$ cat src/mrps_pkg.sv
// Shared timing constants and state codes for the modem reset and power sequencer
package mrps_pkg;
    // System clock rate, in kHz
    localparam int CLK_KHZ = 125_000;

    // Inter-pin delays in ms: least values and the defaults used
    localparam int T_RST_MIN_MS = 2;
    localparam int T_RST_REC_MS = 10;
    localparam int T_OFF1_MIN_MS = 16;
    localparam int T_OFF1_REC_MS = 20;
    localparam int T_OFF2_MIN_MS = 2;
    localparam int T_OFF2_REC_MS = 10;
    localparam int T_OFF_MS = 500;
    localparam int T_ON1_MIN_MS = 8;
    localparam int T_ON1_REC_MS = 20;
    localparam int T_ON2_MIN_MS = 50;
    localparam int T_ON2_REC_MS = 100;

    // Wide enough for the 500 ms discharge hold
    localparam int CNT_W = 27;

    // Pin levels
    localparam logic PIN_LOW = 1'b0;
    localparam logic PIN_HIGH = 1'b1;

    // Whole ms always give whole cycles, so no rounding is lost
    function automatic int ms_to_cyc(input int ms);
        return ms * CLK_KHZ;
    endfunction

    typedef enum logic [9:0] {
        HS_OFF = 10'h001,
        HS_PWRUP_RST = 10'h002,
        HS_PWRUP_PERST = 10'h004,
        HS_ON = 10'h008,
        HS_DN_RST = 10'h010,
        HS_DN_FPO = 10'h020,
        HS_DISCHG = 10'h040,
        HS_PRST_HOLD = 10'h080,
        HS_PRST_REL = 10'h100,
        HS_L2 = 10'h200
    } mrps_hst_t;
endpackage

$ cat src/mrps_if.sv
// Sideband pins between the host sequencer and the modem module
`timescale 1ns/100ps
interface mrps_if;
    logic full_power_off_n;
    logic reset_n;
    logic perst_n;
    logic clkreq_host_o;
    logic clkreq_host_oe;
    logic clkreq_dev_o;
    logic clkreq_dev_oe;
    logic clkreq_n;

    // Open-drain line with pull-up: low while any side drives low
    assign clkreq_n = ~((clkreq_host_oe & ~clkreq_host_o) | (clkreq_dev_oe & ~clkreq_dev_o));

    modport host (
        output full_power_off_n,
        output reset_n,
        output perst_n,
        output clkreq_host_o,
        output clkreq_host_oe,
        input clkreq_n
    );

    modport dev (
        input full_power_off_n,
        input reset_n,
        input perst_n,
        output clkreq_dev_o,
        output clkreq_dev_oe,
        input clkreq_n
    );
endinterface

$ cat src/mrps_host.sv
// Host end: sequences power-off, reset and PCIe reset pins of the modem
// Summary of operation
// - Reset low over 2 ms, 10 ms default
// - Module restarts after reset pin released
// - Pin reset keeps module power manager on
// - Pin reset procedure for upgrade and recovery
// - Power-cycle procedure for warm boot, restart
// - Reset at least 16 ms after PCIe reset
// - Power-off pin at least 2 ms after reset
// - Power-off held 500 ms to discharge
// - Reset released at least 8 ms after power-on
// - PCIe reset last, 50 ms after power-on
// - Clock request level frozen during L2
// - Host leaves clock request released in L2
// - L1.2 both high; L2 PCIe reset low
// - Requests map system states to sequences
// - Same mapping on other operating systems
// - Module link single lane, Gen2 or Gen1
// - Module powered while power-off pin high
// - PCIe reset resets module only in crash dump
`timescale 1ns/100ps
module mrps_host
    import mrps_pkg::*;
#(
    parameter int RST_PULSE_CYC = ms_to_cyc(T_RST_REC_MS),
    parameter int OFF1_CYC = ms_to_cyc(T_OFF1_REC_MS),
    parameter int OFF2_CYC = ms_to_cyc(T_OFF2_REC_MS),
    parameter int DISCHG_CYC = ms_to_cyc(T_OFF_MS),
    parameter int ON1_CYC = ms_to_cyc(T_ON1_REC_MS),
    parameter int ON2_CYC = ms_to_cyc(T_ON2_REC_MS)
) (
    input wire logic clk,
    input wire logic sys_rst,
    mrps_if.host pins,
    input wire logic req_start,
    input wire logic req_shutdown,
    input wire logic req_reset_pin,
    input wire logic req_reset_cycle,
    input wire logic req_l2_enter,
    input wire logic req_l2_exit,
    input wire logic req_clk_wake,
    output logic busy_r,
    output logic powered_r,
    output logic in_l2_r,
    output logic done_r,
    output logic refused_r,
    output logic clkreq_low_r
);
    // Load values for the down-counter; PCIe reset waits the rest of ON2
    localparam logic [CNT_W-1:0] LD_RST = CNT_W'(RST_PULSE_CYC);
    localparam logic [CNT_W-1:0] LD_OFF1 = CNT_W'(OFF1_CYC);
    localparam logic [CNT_W-1:0] LD_OFF2 = CNT_W'(OFF2_CYC);
    localparam logic [CNT_W-1:0] LD_DISCHG = CNT_W'(DISCHG_CYC);
    localparam logic [CNT_W-1:0] LD_ON1 = CNT_W'(ON1_CYC);
    localparam logic [CNT_W-1:0] LD_ON2 = CNT_W'(ON2_CYC - ON1_CYC);
    localparam logic [CNT_W-1:0] CNT_ZERO = '0;
    localparam logic [CNT_W-1:0] CNT_STEP = CNT_W'(1);

    mrps_hst_t state_r;
    mrps_hst_t state_nxt;
    logic [CNT_W-1:0] cnt_r;
    logic [CNT_W-1:0] cnt_nxt;
    logic pin_seq_r;
    logic pin_seq_nxt;
    logic cycle_r;
    logic cycle_nxt;
    logic tmr_done;
    logic any_req;
    logic accept;
    logic fpo_r;
    logic rst_r;
    logic perst_r;
    logic [2:0] pin_nxt;

    // Pin levels {power-off_n, reset_n, perst_n} for each state
    function automatic logic [2:0] pins_of(input mrps_hst_t st);
        case (st)
            HS_PWRUP_RST: pins_of = {PIN_HIGH, PIN_LOW, PIN_LOW};
            HS_PWRUP_PERST: pins_of = {PIN_HIGH, PIN_HIGH, PIN_LOW};
            HS_ON: pins_of = {PIN_HIGH, PIN_HIGH, PIN_HIGH};
            HS_DN_RST: pins_of = {PIN_HIGH, PIN_HIGH, PIN_LOW};
            HS_DN_FPO: pins_of = {PIN_HIGH, PIN_LOW, PIN_LOW};
            HS_PRST_HOLD: pins_of = {PIN_HIGH, PIN_LOW, PIN_LOW};
            HS_PRST_REL: pins_of = {PIN_HIGH, PIN_HIGH, PIN_LOW};
            HS_L2: pins_of = {PIN_HIGH, PIN_HIGH, PIN_LOW};
            default: pins_of = {PIN_LOW, PIN_LOW, PIN_LOW};
        endcase
    endfunction

    assign tmr_done = (cnt_r == CNT_ZERO);
    assign any_req = req_start | req_shutdown | req_reset_pin | req_reset_cycle |
                     req_l2_enter | req_l2_exit;

    always_comb begin
        state_nxt = state_r;
        cnt_nxt = tmr_done ? CNT_ZERO : cnt_r - CNT_STEP;
        pin_seq_nxt = pin_seq_r;
        cycle_nxt = cycle_r;
        accept = 1'b0;
        case (state_r)
            HS_OFF: begin
                // Start-up only after the discharge hold has run out
                if (req_start) begin
                    state_nxt = HS_PWRUP_RST;
                    cnt_nxt = LD_ON1;
                    accept = 1'b1;
                end
            end
            HS_PWRUP_RST: begin
                if (tmr_done) begin
                    state_nxt = HS_PWRUP_PERST;
                    cnt_nxt = LD_ON2;
                end
            end
            HS_PWRUP_PERST: begin
                if (tmr_done) begin
                    state_nxt = HS_ON;
                end
            end
            HS_ON: begin
                if (req_shutdown) begin
                    state_nxt = HS_DN_RST;
                    cnt_nxt = LD_OFF1;
                    pin_seq_nxt = 1'b0;
                    cycle_nxt = 1'b0;
                    accept = 1'b1;
                end else if (req_reset_cycle) begin
                    state_nxt = HS_DN_RST;
                    cnt_nxt = LD_OFF1;
                    pin_seq_nxt = 1'b0;
                    cycle_nxt = 1'b1;
                    accept = 1'b1;
                end else if (req_reset_pin) begin
                    state_nxt = HS_DN_RST;
                    cnt_nxt = LD_OFF1;
                    pin_seq_nxt = 1'b1;
                    cycle_nxt = 1'b0;
                    accept = 1'b1;
                end else if (req_l2_enter) begin
                    state_nxt = HS_L2;
                    accept = 1'b1;
                end
            end
            HS_DN_RST: begin
                if (tmr_done) begin
                    state_nxt = pin_seq_r ? HS_PRST_HOLD : HS_DN_FPO;
                    cnt_nxt = pin_seq_r ? LD_RST : LD_OFF2;
                end
            end
            HS_DN_FPO: begin
                if (tmr_done) begin
                    state_nxt = HS_DISCHG;
                    cnt_nxt = LD_DISCHG;
                end
            end
            HS_DISCHG: begin
                // Power cycle goes straight on to start-up
                if (tmr_done) begin
                    state_nxt = cycle_r ? HS_PWRUP_RST : HS_OFF;
                    cnt_nxt = cycle_r ? LD_ON1 : CNT_ZERO;
                    cycle_nxt = 1'b0;
                end
            end
            HS_PRST_HOLD: begin
                if (tmr_done) begin
                    state_nxt = HS_PRST_REL;
                    cnt_nxt = LD_ON2;
                end
            end
            HS_PRST_REL: begin
                if (tmr_done) begin
                    state_nxt = HS_ON;
                    pin_seq_nxt = 1'b0;
                end
            end
            HS_L2: begin
                if (req_l2_exit) begin
                    state_nxt = HS_ON;
                    accept = 1'b1;
                end else if (req_shutdown) begin
                    state_nxt = HS_DN_RST;
                    cnt_nxt = LD_OFF1;
                    pin_seq_nxt = 1'b0;
                    cycle_nxt = 1'b0;
                    accept = 1'b1;
                end
            end
            default: begin
                state_nxt = HS_DISCHG;
                cnt_nxt = LD_DISCHG;
            end
        endcase
    end

    // Reset lands in the discharge hold: the module may have been powered
    always_ff @(posedge clk) begin
        if (sys_rst) begin
            state_r <= HS_DISCHG;
            cnt_r <= LD_DISCHG;
            pin_seq_r <= 1'b0;
            cycle_r <= 1'b0;
        end else begin
            state_r <= state_nxt;
            cnt_r <= cnt_nxt;
            pin_seq_r <= pin_seq_nxt;
            cycle_r <= cycle_nxt;
        end
    end

    assign pin_nxt = pins_of(state_nxt);

    always_ff @(posedge clk) begin
        if (sys_rst) begin
            fpo_r <= PIN_LOW;
            rst_r <= PIN_LOW;
            perst_r <= PIN_LOW;
        end else begin
            fpo_r <= pin_nxt[2];
            rst_r <= pin_nxt[1];
            perst_r <= pin_nxt[0];
        end
    end

    assign pins.full_power_off_n = fpo_r;
    assign pins.reset_n = rst_r;
    assign pins.perst_n = perst_r;
    assign pins.clkreq_host_o = PIN_LOW;

    // Wake request only in the active state; released in L2 to save standby current
    always_ff @(posedge clk) begin
        if (sys_rst) begin
            clkreq_low_r <= 1'b0;
        end else begin
            clkreq_low_r <= (state_nxt == HS_ON) & req_clk_wake;
        end
    end

    assign pins.clkreq_host_oe = clkreq_low_r;

    always_ff @(posedge clk) begin
        if (sys_rst) begin
            busy_r <= 1'b1;
            powered_r <= 1'b0;
            in_l2_r <= 1'b0;
            done_r <= 1'b0;
            refused_r <= 1'b0;
        end else begin
            busy_r <= !(state_nxt inside {HS_OFF, HS_ON, HS_L2});
            powered_r <= (state_nxt == HS_ON) | (state_nxt == HS_L2);
            in_l2_r <= (state_nxt == HS_L2);
            done_r <= (state_nxt != state_r) &&
                      (state_nxt inside {HS_OFF, HS_ON, HS_L2}) && !accept;
            refused_r <= any_req & ~accept;
        end
    end
endmodule // mrps_host

$ cat src/flat_wrapper.sv
// flat-port wrapper written by rule: the top's interface ports become plain ports
module mrps_host_flat import mrps_pkg::*;
#(
    parameter int RST_PULSE_CYC = ms_to_cyc(T_RST_REC_MS),
    parameter int OFF1_CYC = ms_to_cyc(T_OFF1_REC_MS),
    parameter int OFF2_CYC = ms_to_cyc(T_OFF2_REC_MS),
    parameter int DISCHG_CYC = ms_to_cyc(T_OFF_MS),
    parameter int ON1_CYC = ms_to_cyc(T_ON1_REC_MS),
    parameter int ON2_CYC = ms_to_cyc(T_ON2_REC_MS)
)
  (clk, sys_rst, req_start, req_shutdown, req_reset_pin, req_reset_cycle, req_l2_enter, req_l2_exit, req_clk_wake, busy_r, powered_r, in_l2_r, done_r, refused_r, clkreq_low_r, pins_full_power_off_n, pins_reset_n, pins_perst_n, pins_clkreq_host_o, pins_clkreq_host_oe);
  mrps_if pins_i ();
  input wire logic clk;
  input wire logic sys_rst;
  input wire logic req_start;
  input wire logic req_shutdown;
  input wire logic req_reset_pin;
  input wire logic req_reset_cycle;
  input wire logic req_l2_enter;
  input wire logic req_l2_exit;
  input wire logic req_clk_wake;
  output logic busy_r;
  output logic powered_r;
  output logic in_l2_r;
  output logic done_r;
  output logic refused_r;
  output logic clkreq_low_r;
  output wire logic [$bits(pins_i.full_power_off_n)-1:0] pins_full_power_off_n;
  output wire logic [$bits(pins_i.reset_n)-1:0] pins_reset_n;
  output wire logic [$bits(pins_i.perst_n)-1:0] pins_perst_n;
  output wire logic [$bits(pins_i.clkreq_host_o)-1:0] pins_clkreq_host_o;
  output wire logic [$bits(pins_i.clkreq_host_oe)-1:0] pins_clkreq_host_oe;
  assign pins_full_power_off_n = pins_i.full_power_off_n;
  assign pins_reset_n = pins_i.reset_n;
  assign pins_perst_n = pins_i.perst_n;
  assign pins_clkreq_host_o = pins_i.clkreq_host_o;
  assign pins_clkreq_host_oe = pins_i.clkreq_host_oe;
  mrps_host #(.RST_PULSE_CYC(RST_PULSE_CYC), .OFF1_CYC(OFF1_CYC), .OFF2_CYC(OFF2_CYC), .DISCHG_CYC(DISCHG_CYC), .ON1_CYC(ON1_CYC), .ON2_CYC(ON2_CYC)) u_core (.clk(clk), .sys_rst(sys_rst), .pins(pins_i), .req_start(req_start), .req_shutdown(req_shutdown), .req_reset_pin(req_reset_pin), .req_reset_cycle(req_reset_cycle), .req_l2_enter(req_l2_enter), .req_l2_exit(req_l2_exit), .req_clk_wake(req_clk_wake), .busy_r(busy_r), .powered_r(powered_r), .in_l2_r(in_l2_r), .done_r(done_r), .refused_r(refused_r), .clkreq_low_r(clkreq_low_r));
endmodule
$ cat config.mk
export PLATFORM = sky130hd
export DESIGN_NAME = mrps_host_flat
export DESIGN_NICKNAME = d
export VERILOG_FILES = /design/src/mrps_pkg.sv /design/src/mrps_if.sv /design/src/mrps_host.sv /design/src/flat_wrapper.sv
export SDC_FILE = /design/constraint.sdc
export NUM_CORES = 1
export LEC_CHECK = 0
export ABC_CLOCK_PERIOD_IN_PS = 2450
export BUFFER_PORTS_ARGS = -buffer_cell sky130_fd_sc_hd__buf_2
export CORE_UTILIZATION = 54
export CTS_BUF_LIST = sky130_fd_sc_hd__clkbuf_4 sky130_fd_sc_hd__clkbuf_8 sky130_fd_sc_hd__clkbuf_16
export DETAILED_ROUTE_END_ITERATION = 10
export PLACE_DENSITY = 0.86
export SYNTH_ARGS = -nofsm -noshare
export SYNTH_HDL_FRONTEND = slang
export SYNTH_SLANG_ARGS = --single-unit
$ cat constraint.sdc
create_clock -name clk -period 2.45 [get_ports clk]
set_clock_uncertainty 0.1 [all_clocks]
set_input_delay 0.1225 -clock clk [delete_from_list [all_inputs] [get_ports clk]]
set_output_delay 0.1225 -clock clk [all_outputs]
set_load 0.005 [all_outputs]
Word level (Yosys, flattened, before mapping)
Cells that the tools add are included.
Storage, ports and cells
  memories kept: 0
  output and inout bits: 11
  latch bits: 0
  memory bits (read-only): 0
  word-level logic and storage cells: 111
  register bits: 48
  input port bits: 9
  bits in writable memories: 0
Cells by class
  shift operators: 0
  magnitude comparators: 0
  multiply operators: 0
  $add $sub $neg: 1
  mux-type cells: 49
  eq/ne operators: 25
  div/mod/pow operators: 0
  bitwise gates (word level): 9
  reductions and logical operators: 14
Operators by type and width (number)
  $mux 27: 11
  $pmux 27 s8: 1
  $mux 10: 13
  $pmux 10 s9: 1
  $logic_not 27->1: 1
  $sub 27x1->27 const B: 1
  $mux 22: 1
  $eq 10x1->1 const B: 2
  $eq 10x10->1 const B: 2
  $eq 10x2->1 const B: 2
  $eq 10x3->1 const B: 2
  $eq 10x4->1 const B: 2
  $eq 10x5->1 const B: 2
  $eq 10x6->1 const B: 2
  $eq 10x8->1 const B: 2
  $eq 10x9->1 const B: 2
  $mux 1: 16
  $eq 10x7->1 const B: 1
  $ne 10x10->1: 1
  $reduce_and 5->1: 2
  $pmux 1 s3: 3
  $pmux 3 s3: 1
  $reduce_bool 3->1: 3
  $mux 8: 1
  12 further kinds: 23

Longest topological paths before layout
Gate-level depths: netlist of the first run.
  word-level depth: 9
  mapped depth: 10
  depth with buffers taken out: 8

Least setup slack after synthesis of the first run
OpenSTA, ideal clock, no wires.
  path type: register to register
  from: register u_core.cnt_r[0]
  to: register u_core.rst_r (netlist: u_core.pins.reset_n)
  cell stages (with the launch flop): 10
  data required time: 2289 ps
  period minus slack after synthesis: 2405 ps
  path slack: 45 ps
  arrival time: 2244 ps
  buffers on the path: 1
  setup time: 61 ps
  path through: dfxtp_1 > inv_1 > ha_1 > nor4b_2 > nand2_2 > or4_1 > buf_2 > and2_1 > a211oi_1 > and4_1
Between the ends
  cells in the longest elaborated chain, start to end: 6
  elaborated cells on any way between the ends: 19
  those cells by class: 8 x eq/ne; 8 x mux; 3 x reduce/logical
RTL lines
  start: declaration: RTL line mrps_host.sv:61  | logic [CNT_W-1:0] cnt_r;
  start signal: assignment: RTL line mrps_host.sv:204  | cnt_r <= cnt_nxt;
  $logic_not 27->1 (*): RTL line mrps_host.sv:90  | assign tmr_done = (cnt_r == CNT_ZERO);
  $mux 10 (tied with other cells): RTL line mrps_host.sv:116, mrps_host.sv:171
  $pmux 10 s9 (*): RTL line mrps_host.sv:100  | case (state_r)
  $eq 10x3->1 (tied with other cells): RTL line mrps_host.sv:77  | case (st)
  $reduce_or 4->1 (no source line) or $reduce_or 3->1 (tied branches)
  $pmux 3 s3 (*): RTL line mrps_host.sv:77
  end signal: assignment: RTL line mrps_host.sv:219  | rst_r <= pin_nxt[1];
  end: declaration: RTL line mrps_host.sv:71  | logic rst_r;
Every way passes the cells marked *; elsewhere a longest branch is shown, timed or not.
A chain may end at the register's enable or synchronous reset.

Worst setup path in the final report of the first run
  from: register u_core.state_r[0]
  to: register u_core.cnt_r[17]
Between the ends
  cells in the longest elaborated chain, start to end: 3
  elaborated cells on any way between the ends: 13
  those cells by class: 10 x eq/ne; 1 x mux; 2 x reduce/logical
RTL lines
  start: declaration: RTL line mrps_host.sv:59  | mrps_hst_t state_r;
  start signal: assignment: RTL line mrps_host.sv:203  | state_r <= state_nxt;
  $eq 10x3->1 (tied with other cells): RTL line mrps_host.sv:100
  $reduce_or 2->1 (no source line)
  $pmux 27 s8 (*): RTL line mrps_host.sv:100
Marked as above.

==> run_results.csv, run 1 <==
group,metric,value,unit
floorplan,num_io_pins,20,
clocking,cts_made_buffers,5,
clocking,cts-root-buf,"clkbuf_8",
logic_synthesis,netlist_instances,355,
sta,setup-tns-final,0,ps
detailed_routing,antenna_left,0,
floorplan,die_h,74.83,microns
detailed_routing,vias,2999,
worst_setup_path,regToRegStartpoint,"u_core.state_r[0]",
grt,antenna_found_initial,0,
grt,overflow,0,
logic_synthesis,syn-num-nets,365,
worst_setup_path,r2r_cells,7,
worst_setup_path,critPathRequiredTime,2530,ps
logic_synthesis,yosys-top-cells-area,"dfxtp_1 (34%), xnor2_1 (6.4%), nor2_1 (5.4%), nor3_1 (4.2%), o21ai_0 (4.0%)",
sta,final-max-slew-violation-count,0,
grt,grt_pass1_vias,2611,
cells_and_area,nets,413,
detailed_routing,routed_via_density,6.327,
worst_setup_path,worstSetupEndpointType,"flop",
logic_synthesis,ys_ff_latch,48,
cells_and_area,syn_to_final_growth,23.24,%
floorplan,num_rows,26,
floorplan,die_w,74.83,microns
sta,fmax,411.8,MHz
sta,period_share,0.9912,
job,maxCapViolations,0,
worst_setup_path,r2r_end,"u_core.cnt_r[17]",
placement,place_inst,460,
logic_synthesis,ys_warn_count,0,
detailed_routing,drc,0,
logic_synthesis,synth-edff-count,0,
logic_synthesis,ys_top_cells_by_count,"dfxtp_1 (48), nor2_1 (41), nor3_1 (24), o21ai_0 (23), xnor2_1 (21)",
sta,relSlewSlack,0.5638,
grt,grt_start_max_net_pins,17,
worst_setup_path,crit_path_max_fanout,7,
clocking,clk_pin_slew,80,ps
logic_synthesis,syn_area,2864,sq um
clocking,cts-htree-levels,2,
cells_and_area,insertedDiodeCount,0,
worst_setup_path,crit_type,"reg -> reg",
grt,grt_pass1_wl,12.51,mm
clocking,cts_tree,"done",
floorplan,coreArea,5107,sq um
worst_hold_path,hold_path.startpoint,"req_reset_cycle",
sta,fin_crit,2428,ps
worst_hold_path,hold_class,"in -> reg",
clocking,cts.sinks,48,
floorplan,dieArea,5599,sq um
status,status,"finished, final reports clean",
detailed_routing,dr.pass1.iters,5,
sta,setup_viol,0,
power,power.density,492.2,nW/um^2
logic_synthesis,yosysUniqueCellTypes,67,
floorplan,start_util,0.5608,
worst_setup_path,worstPathArrival,2510,ps
clocking,clock_latency,300,ps
sta,worst_pin_slew,648.4,ps
logic_synthesis,yosysMostFrequentCell,"dfxtp_1",
grt,gr-usage-all-layers,0.2920,
detailed_routing,first_iter_violations,383,
worst_setup_path,rrSetupSlack,20,ps
logic_synthesis,synth.top_cell.area_share,0.3355,
cells_and_area,final_layout_size_suffix_gt1_frac,0.2921,
cells_and_area,fin_cells,474,
worst_setup_path,start_kind,"flop",
placement,gp_congestion,0.9785,
logic_synthesis,synth_area_leader_cell,"dfxtp_1",
logic_synthesis,synthArstFlopShare,0,
detailed_routing,routedWlPerCell,17.57,microns
logic_synthesis,avgSynthCellArea,8.068,sq um
cells_and_area,nFillCells,401,
clocking,cts_buffer_depth,2,
sta,hold_viol,0,
placement,port-buffer-count,18,
logic_synthesis,seq_area_frac_synth,0.3355,
power,finalPower,1.737,mW
power,leakage,1.396,nW
detailed_routing,drt-total-wl,8.330,mm
placement,dp_hpwl,5.871,mm
worst_hold_path,min_path_cells,3,
worst_hold_path,min_to,"u_core.cycle_r",
power,ir_worst_vdd,0.2830,mV
logic_synthesis,ys.flop_type,"dfxtp_1",
[cells in the final DEF (no fill, tap or decap), types with 9 or more instances in the layout]
master    n
a21oi_1  14
and2_1    9
buf_2    18
buf_4    43
dfxtp_1  44
nand2_1  20
nor2_1   40
nor3_1   21
o21ai_0  22
xnor2_1  21
[worst max-delay path, stage by stage (launching register included)]
cell and delay [ps]:
dfxtp_1 510, nor3_4 100, buf_4 160, and2_0 190, and4b_2 320, a2111oi_1 550, o221a_2 300, o31ai_1 70
[how the worst max path moves through the flow]
stage               slack (ps)             endpoint              start  depth (start not counted)
floorplan                   40  u_core.pins.reset_n    u_core.cnt_r[0]                          9
global placement            30     u_core.cnt_r[19]   u_core.cnt_r[21]                          9
detailed placement        -0.9      u_core.cnt_r[3]  u_core.state_r[5]                          5
CTS                          6     u_core.cnt_r[15]  u_core.state_r[9]                          8
global route               -60     u_core.cnt_r[19]    u_core.cnt_r[5]                          7
finish                      20     u_core.cnt_r[17]  u_core.state_r[0]                          7
[registers in the layout, summed over array words and instances (netlist names)]
signal,count
u_core.cycle_r,1
u_core.pins.perst_n,1
u_core.pins.reset_n,1
u_core.powered_r,1
u_core.in_l2_r,1
u_core.cnt_r,27
u_core.state_r,10
u_core.refused_r,1
u_core.clkreq_low_r,1
u_core.done_r,1
u_core.busy_r,1
u_core.pins.full_power_off_n,1
u_core.pin_seq_r,1
[kinds of logic after synthesis]
logic type | Yosys count | share of synthesized area
AO/OA/AOI/OAI | 85 | 0.1988
XOR/XNOR | 27 | 0.08257
adder cells (fa/ha/maj) | 1 | 0.004368
buffers and inverters | 28 | 0.04980
flip-flops | 48 | 0.3355
multiplexers | 1 | 0.003932
other | 1 | 0.001309
AND/OR/NAND/NOR | 164 | 0.3237
[through the flow]
stage	utilization	setup slack, ps	cell area [sq um]	hold slack, ps
6_report	0.6911	21.50	3530	39.49
5_1_grt	0.6911	-58.67	3530	54.36
4_1_cts	0.6612	6.125	3377	35.71
3_5_place_dp	0.6350	-0.8673	3243	257.0
3_3_place_gp	0.6350	31.76	3243	250.6
2_1_floorplan	-	44.61	2864	168.4
[where the power goes]
group	internal [mW]	switching, mW
Sequential	0.832	0.0672
Clock	0.241	0.265
Combinational	0.170	0.162
[routing by layer]
layer | wire, microns | up-vias | global-route usage
li1 | - | 1388 | -
met1 | 3606 | 1404 | 0.3979
met2 | 3799 | 180 | 0.4685
met3 | 720 | 27 | 0.06292
met4 | 204 | 0 | 0.07128
met5 | 0 | - | 0.02778
[layout make-up]
| cell class | instances | area (sq um) | area share |
|---|---|---|---|
| multi-input cells | 279 | 1898 | 0.5378 |
| flip-flops and latches | 48 | 965.9 | 0.2737 |
| repair buffers | 65 | 465.4 | 0.1319 |
| clock buffers | 7 | 90.09 | 0.02552 |
| well taps | 70 | 87.58 | 0.02481 |
| inverters | 4 | 15.01 | 0.004254 |
| clock inverters | 1 | 7.507 | 0.002127 |
[timing repair]
action	4_1_cts	5_1_grt
buffers inserted	2	3
pin swaps	1	8
hold endpoints to repair	1	0
hold buffers	1	0
gates resized for setup	2	31
endpoints found under the setup margin	7	38
Note: power is estimated with default switching activity, not from simulation.
==> run 2, diff against run 1 <==
--- a/config.mk
+++ b/config.mk
@@ -5,12 +5,14 @@
 export SDC_FILE = /design/constraint.sdc
 export NUM_CORES = 1
 export LEC_CHECK = 0
+export ABC_AREA = 1
 export ABC_CLOCK_PERIOD_IN_PS = 2450
 export BUFFER_PORTS_ARGS = -buffer_cell sky130_fd_sc_hd__buf_2
-export CORE_UTILIZATION = 54
+export CORE_UTILIZATION = 55
 export CTS_BUF_LIST = sky130_fd_sc_hd__clkbuf_4 sky130_fd_sc_hd__clkbuf_8 sky130_fd_sc_hd__clkbuf_16
 export DETAILED_ROUTE_END_ITERATION = 10
-export PLACE_DENSITY = 0.86
+export PLACE_DENSITY = 0.87
+export SKIP_LAST_GASP = 1
 export SYNTH_ARGS = -nofsm -noshare
 export SYNTH_HDL_FRONTEND = slang
 export SYNTH_SLANG_ARGS = --single-unit
==> run_results.csv, run 2 <==
group,metric,value,unit
cells_and_area,layout_common_cells,"nand2_1 (120), nor2_1 (81), inv_1 (58)",
worst_hold_path,hold_path.startpoint,"req_l2_exit",
logic_synthesis,netlist_instances,502,
power,leakage,1.647,nW
grt,grt_pass1_vias,3159,
sta,rsz0062_at_grt,"no",
worst_setup_path,critPathRequiredTime,2560,ps
detailed_routing,first_iter_violations,355,
sta,final-max-slew-violation-count,0,
grt,gr-usage-all-layers,0.3181,
detailed_routing,routed_via_density,5.616,
detailed_routing,drc,0,
cells_and_area,largest_reg_flops,27,
worst_hold_path,min_path_cells,3,
floorplan,dieArea,6163,sq um
worst_setup_path,rrSetupSlack,170,ps
clocking,cts_tree,"done",
logic_synthesis,ys.flop_type,"dfxtp_1",
placement,gp_congestion,0.9840,
clocking,clock_latency,320,ps
logic_synthesis,yosysMostFrequentCell,"nand2_1",
logic_synthesis,synth_area_leader_cell,"dfxtp_1",
job,maxCapViolations,0,
cells_and_area,multiInputGateArea,1981,sq um
power,ir_worst_vdd,0.3614,mV
worst_hold_path,hold_class,"in -> reg",
sta,hold_viol,0,
cells_and_area,insertedDiodeCount,0,
worst_setup_path,crit_type,"reg -> reg",
sta,fin_crit,2277,ps
sta,setup_viol,0,
cells_and_area,syn_to_final_growth,10.53,%
floorplan,die_w,78.51,microns
worst_hold_path,min_to,"u_core.refused_r",
worst_setup_path,worstPathArrival,2380,ps
worst_setup_path,start_kind,"flop",
detailed_routing,antenna_left,0,
detailed_routing,routedWlPerCell,15.30,microns
logic_synthesis,synth-edff-count,0,
detailed_routing,drt-total-wl,9.195,mm
worst_setup_path,worstSetupEndpointType,"flop",
logic_synthesis,synthArstFlopShare,0,
worst_setup_path,regToRegStartpoint,"u_core.cnt_r[0]",
floorplan,start_util,0.5776,
logic_synthesis,yosysUniqueCellTypes,45,
grt,grt_start_max_net_pins,17,
floorplan,num_io_pins,20,
logic_synthesis,syn-num-nets,512,
cells_and_area,nets,538,
logic_synthesis,seq_area_frac_synth,0.2985,
status,status,"finished, final reports clean",
sta,setup-tns-final,0,ps
floorplan,die_h,78.51,microns
worst_setup_path,r2r_cells,11,
cells_and_area,seq_area,960.9,sq um
floorplan,num_rows,27,
logic_synthesis,ys_top_cells_by_count,"nand2_1 (121), nor2_1 (82), inv_1 (59), dfxtp_1 (48), nand3_1 (42)",
sta,period_share,0.9295,
placement,dp_hpwl,7.170,mm
sta,fmax,439.1,MHz
cells_and_area,top_regs,"u_core.cnt_r x27, u_core.state_r x10",
sta,whs,34.85,ps
grt,overflow,0,
logic_synthesis,syn_area,3219,sq um
detailed_routing,dr.pass1.iters,5,
worst_setup_path,crit_path_max_fanout,11,
detailed_routing,vias,3375,
logic_synthesis,synth.top_cell.area_share,0.2985,
logic_synthesis,ys_warn_count,0,
logic_synthesis,avgSynthCellArea,6.413,sq um
grt,grt_pass1_wl,14.99,mm
floorplan,coreArea,5574,sq um
cells_and_area,final_layout_size_suffix_gt1_frac,0.1664,
clocking,cts_buffer_depth,2,
logic_synthesis,yosys-top-cells-area,"dfxtp_1 (30%), nand2_1 (14%), nor2_1 (9.6%), inv_1 (6.9%), nand3_1 (6.5%)",
cells_and_area,nFillCells,534,
logic_synthesis,ys_ff_latch,48,
clocking,cts-root-buf,"clkbuf_8",
clocking,cts-htree-levels,2,
placement,port-buffer-count,18,
worst_setup_path,r2r_end,"u_core.cnt_r[13]",
clocking,clk_pin_slew,100,ps
power,power.density,475.9,nW/um^2
clocking,cts.sinks,48,
clocking,cts_made_buffers,5,
cells_and_area,final_common_cell,"nand2_1",
grt,antenna_found_initial,0,
cells_and_area,top_register,"u_core.cnt_r",
==> run 2: metrics by stage <==
step           instances  power, mW    util  setup WS [ps]  instance area, sq um
2_1_floorplan        502     0.9464       -          580.0                  3219
3_3_place_gp         592     0.9882  0.6110          217.2                  3406
5_1_grt              601      1.742  0.6384          29.98                  3558
6_report             601      1.694  0.6384          172.8                  3558
3_5_place_dp         592     0.9932  0.6110          162.4                  3406
4_1_cts              601      1.689  0.6375          128.8                  3553
==> run 2: worst max-delay path, cell delays in order, from the launching register on <==
cell and delay [ps]:
dfxtp_1 330, inv_1 70, ha_1 220, nand3_4 120, nor2_4 190, inv_2 70
nor2_1 300, nand2_2 250, o21ai_0 210, nand3_1 160, nand2_1 100, nand2_1 50
==> run 2: report_power, final <==
group | total, mW | leakage, nW | switching [mW] | internal [mW]
Clock | 0.712 | 0.0687 | 0.301 | 0.411
Sequential | 0.824 | 0.389 | 0.0210 | 0.803
Combinational | 0.158 | 1.19 | 0.0997 | 0.0586
Total | 1.69 | 1.65 | 0.421 | 1.27
==> run 2: logic make-up after synthesis <==
kind of cell / Yosys count / share of synthesized area
XOR/XNOR: 18 / 0.04897
other: 1 / 0.001165
AO/OA/AOI/OAI: 42 / 0.07579
buffers and inverters: 70 / 0.08783
AND/OR/NAND/NOR: 322 / 0.4839
flip-flops: 48 / 0.2985
adder cells (fa/ha/maj): 1 / 0.003886
==> run 2: metal layers <==
metal  global-route usage  vias up  share of wire
li1                     -     1650              -
met1               0.4390     1524           0.44
met2               0.4826      185           0.43
met3              0.07558       16           0.11
met4               0.1056        0          0.017
met5                    0        -              0
==> run 2: worst max path at each step <==
stage | from | end | slack (ps) | depth (start not counted)
floorplan | u_core.cnt_r[0] | u_core.busy_r | 580 | 12
global placement | u_core.cnt_r[0] | u_core.cnt_r[21] | 220 | 11
detailed placement | u_core.cnt_r[0] | u_core.cnt_r[13] | 160 | 11
CTS | u_core.cnt_r[0] | u_core.cnt_r[13] | 130 | 11
global route | u_core.cnt_r[0] | u_core.cnt_r[21] | 30 | 11
finish | u_core.cnt_r[0] | u_core.cnt_r[13] | 170 | 11
==> run 2: area by class of cell <==
cell class	count	share of cell area
inverters	65	0.07068
clock buffers	5	0.01934
flip-flops and latches	48	0.2700
multi-input cells	384	0.5566
clock inverters	3	0.01934
well taps	72	0.02532
repair buffers	24	0.03868
==> run 2: what timing repair did <==
| action | 4_1_cts | 5_1_grt |
|---|---|---|
| hold buffers | 1 | 0 |
| setup buffers | 0 | 0 |
| endpoints found under the setup margin | 0 | 6 |
| hold endpoints to repair | 1 | 0 |
| gates resized for setup | 0 | 3 |
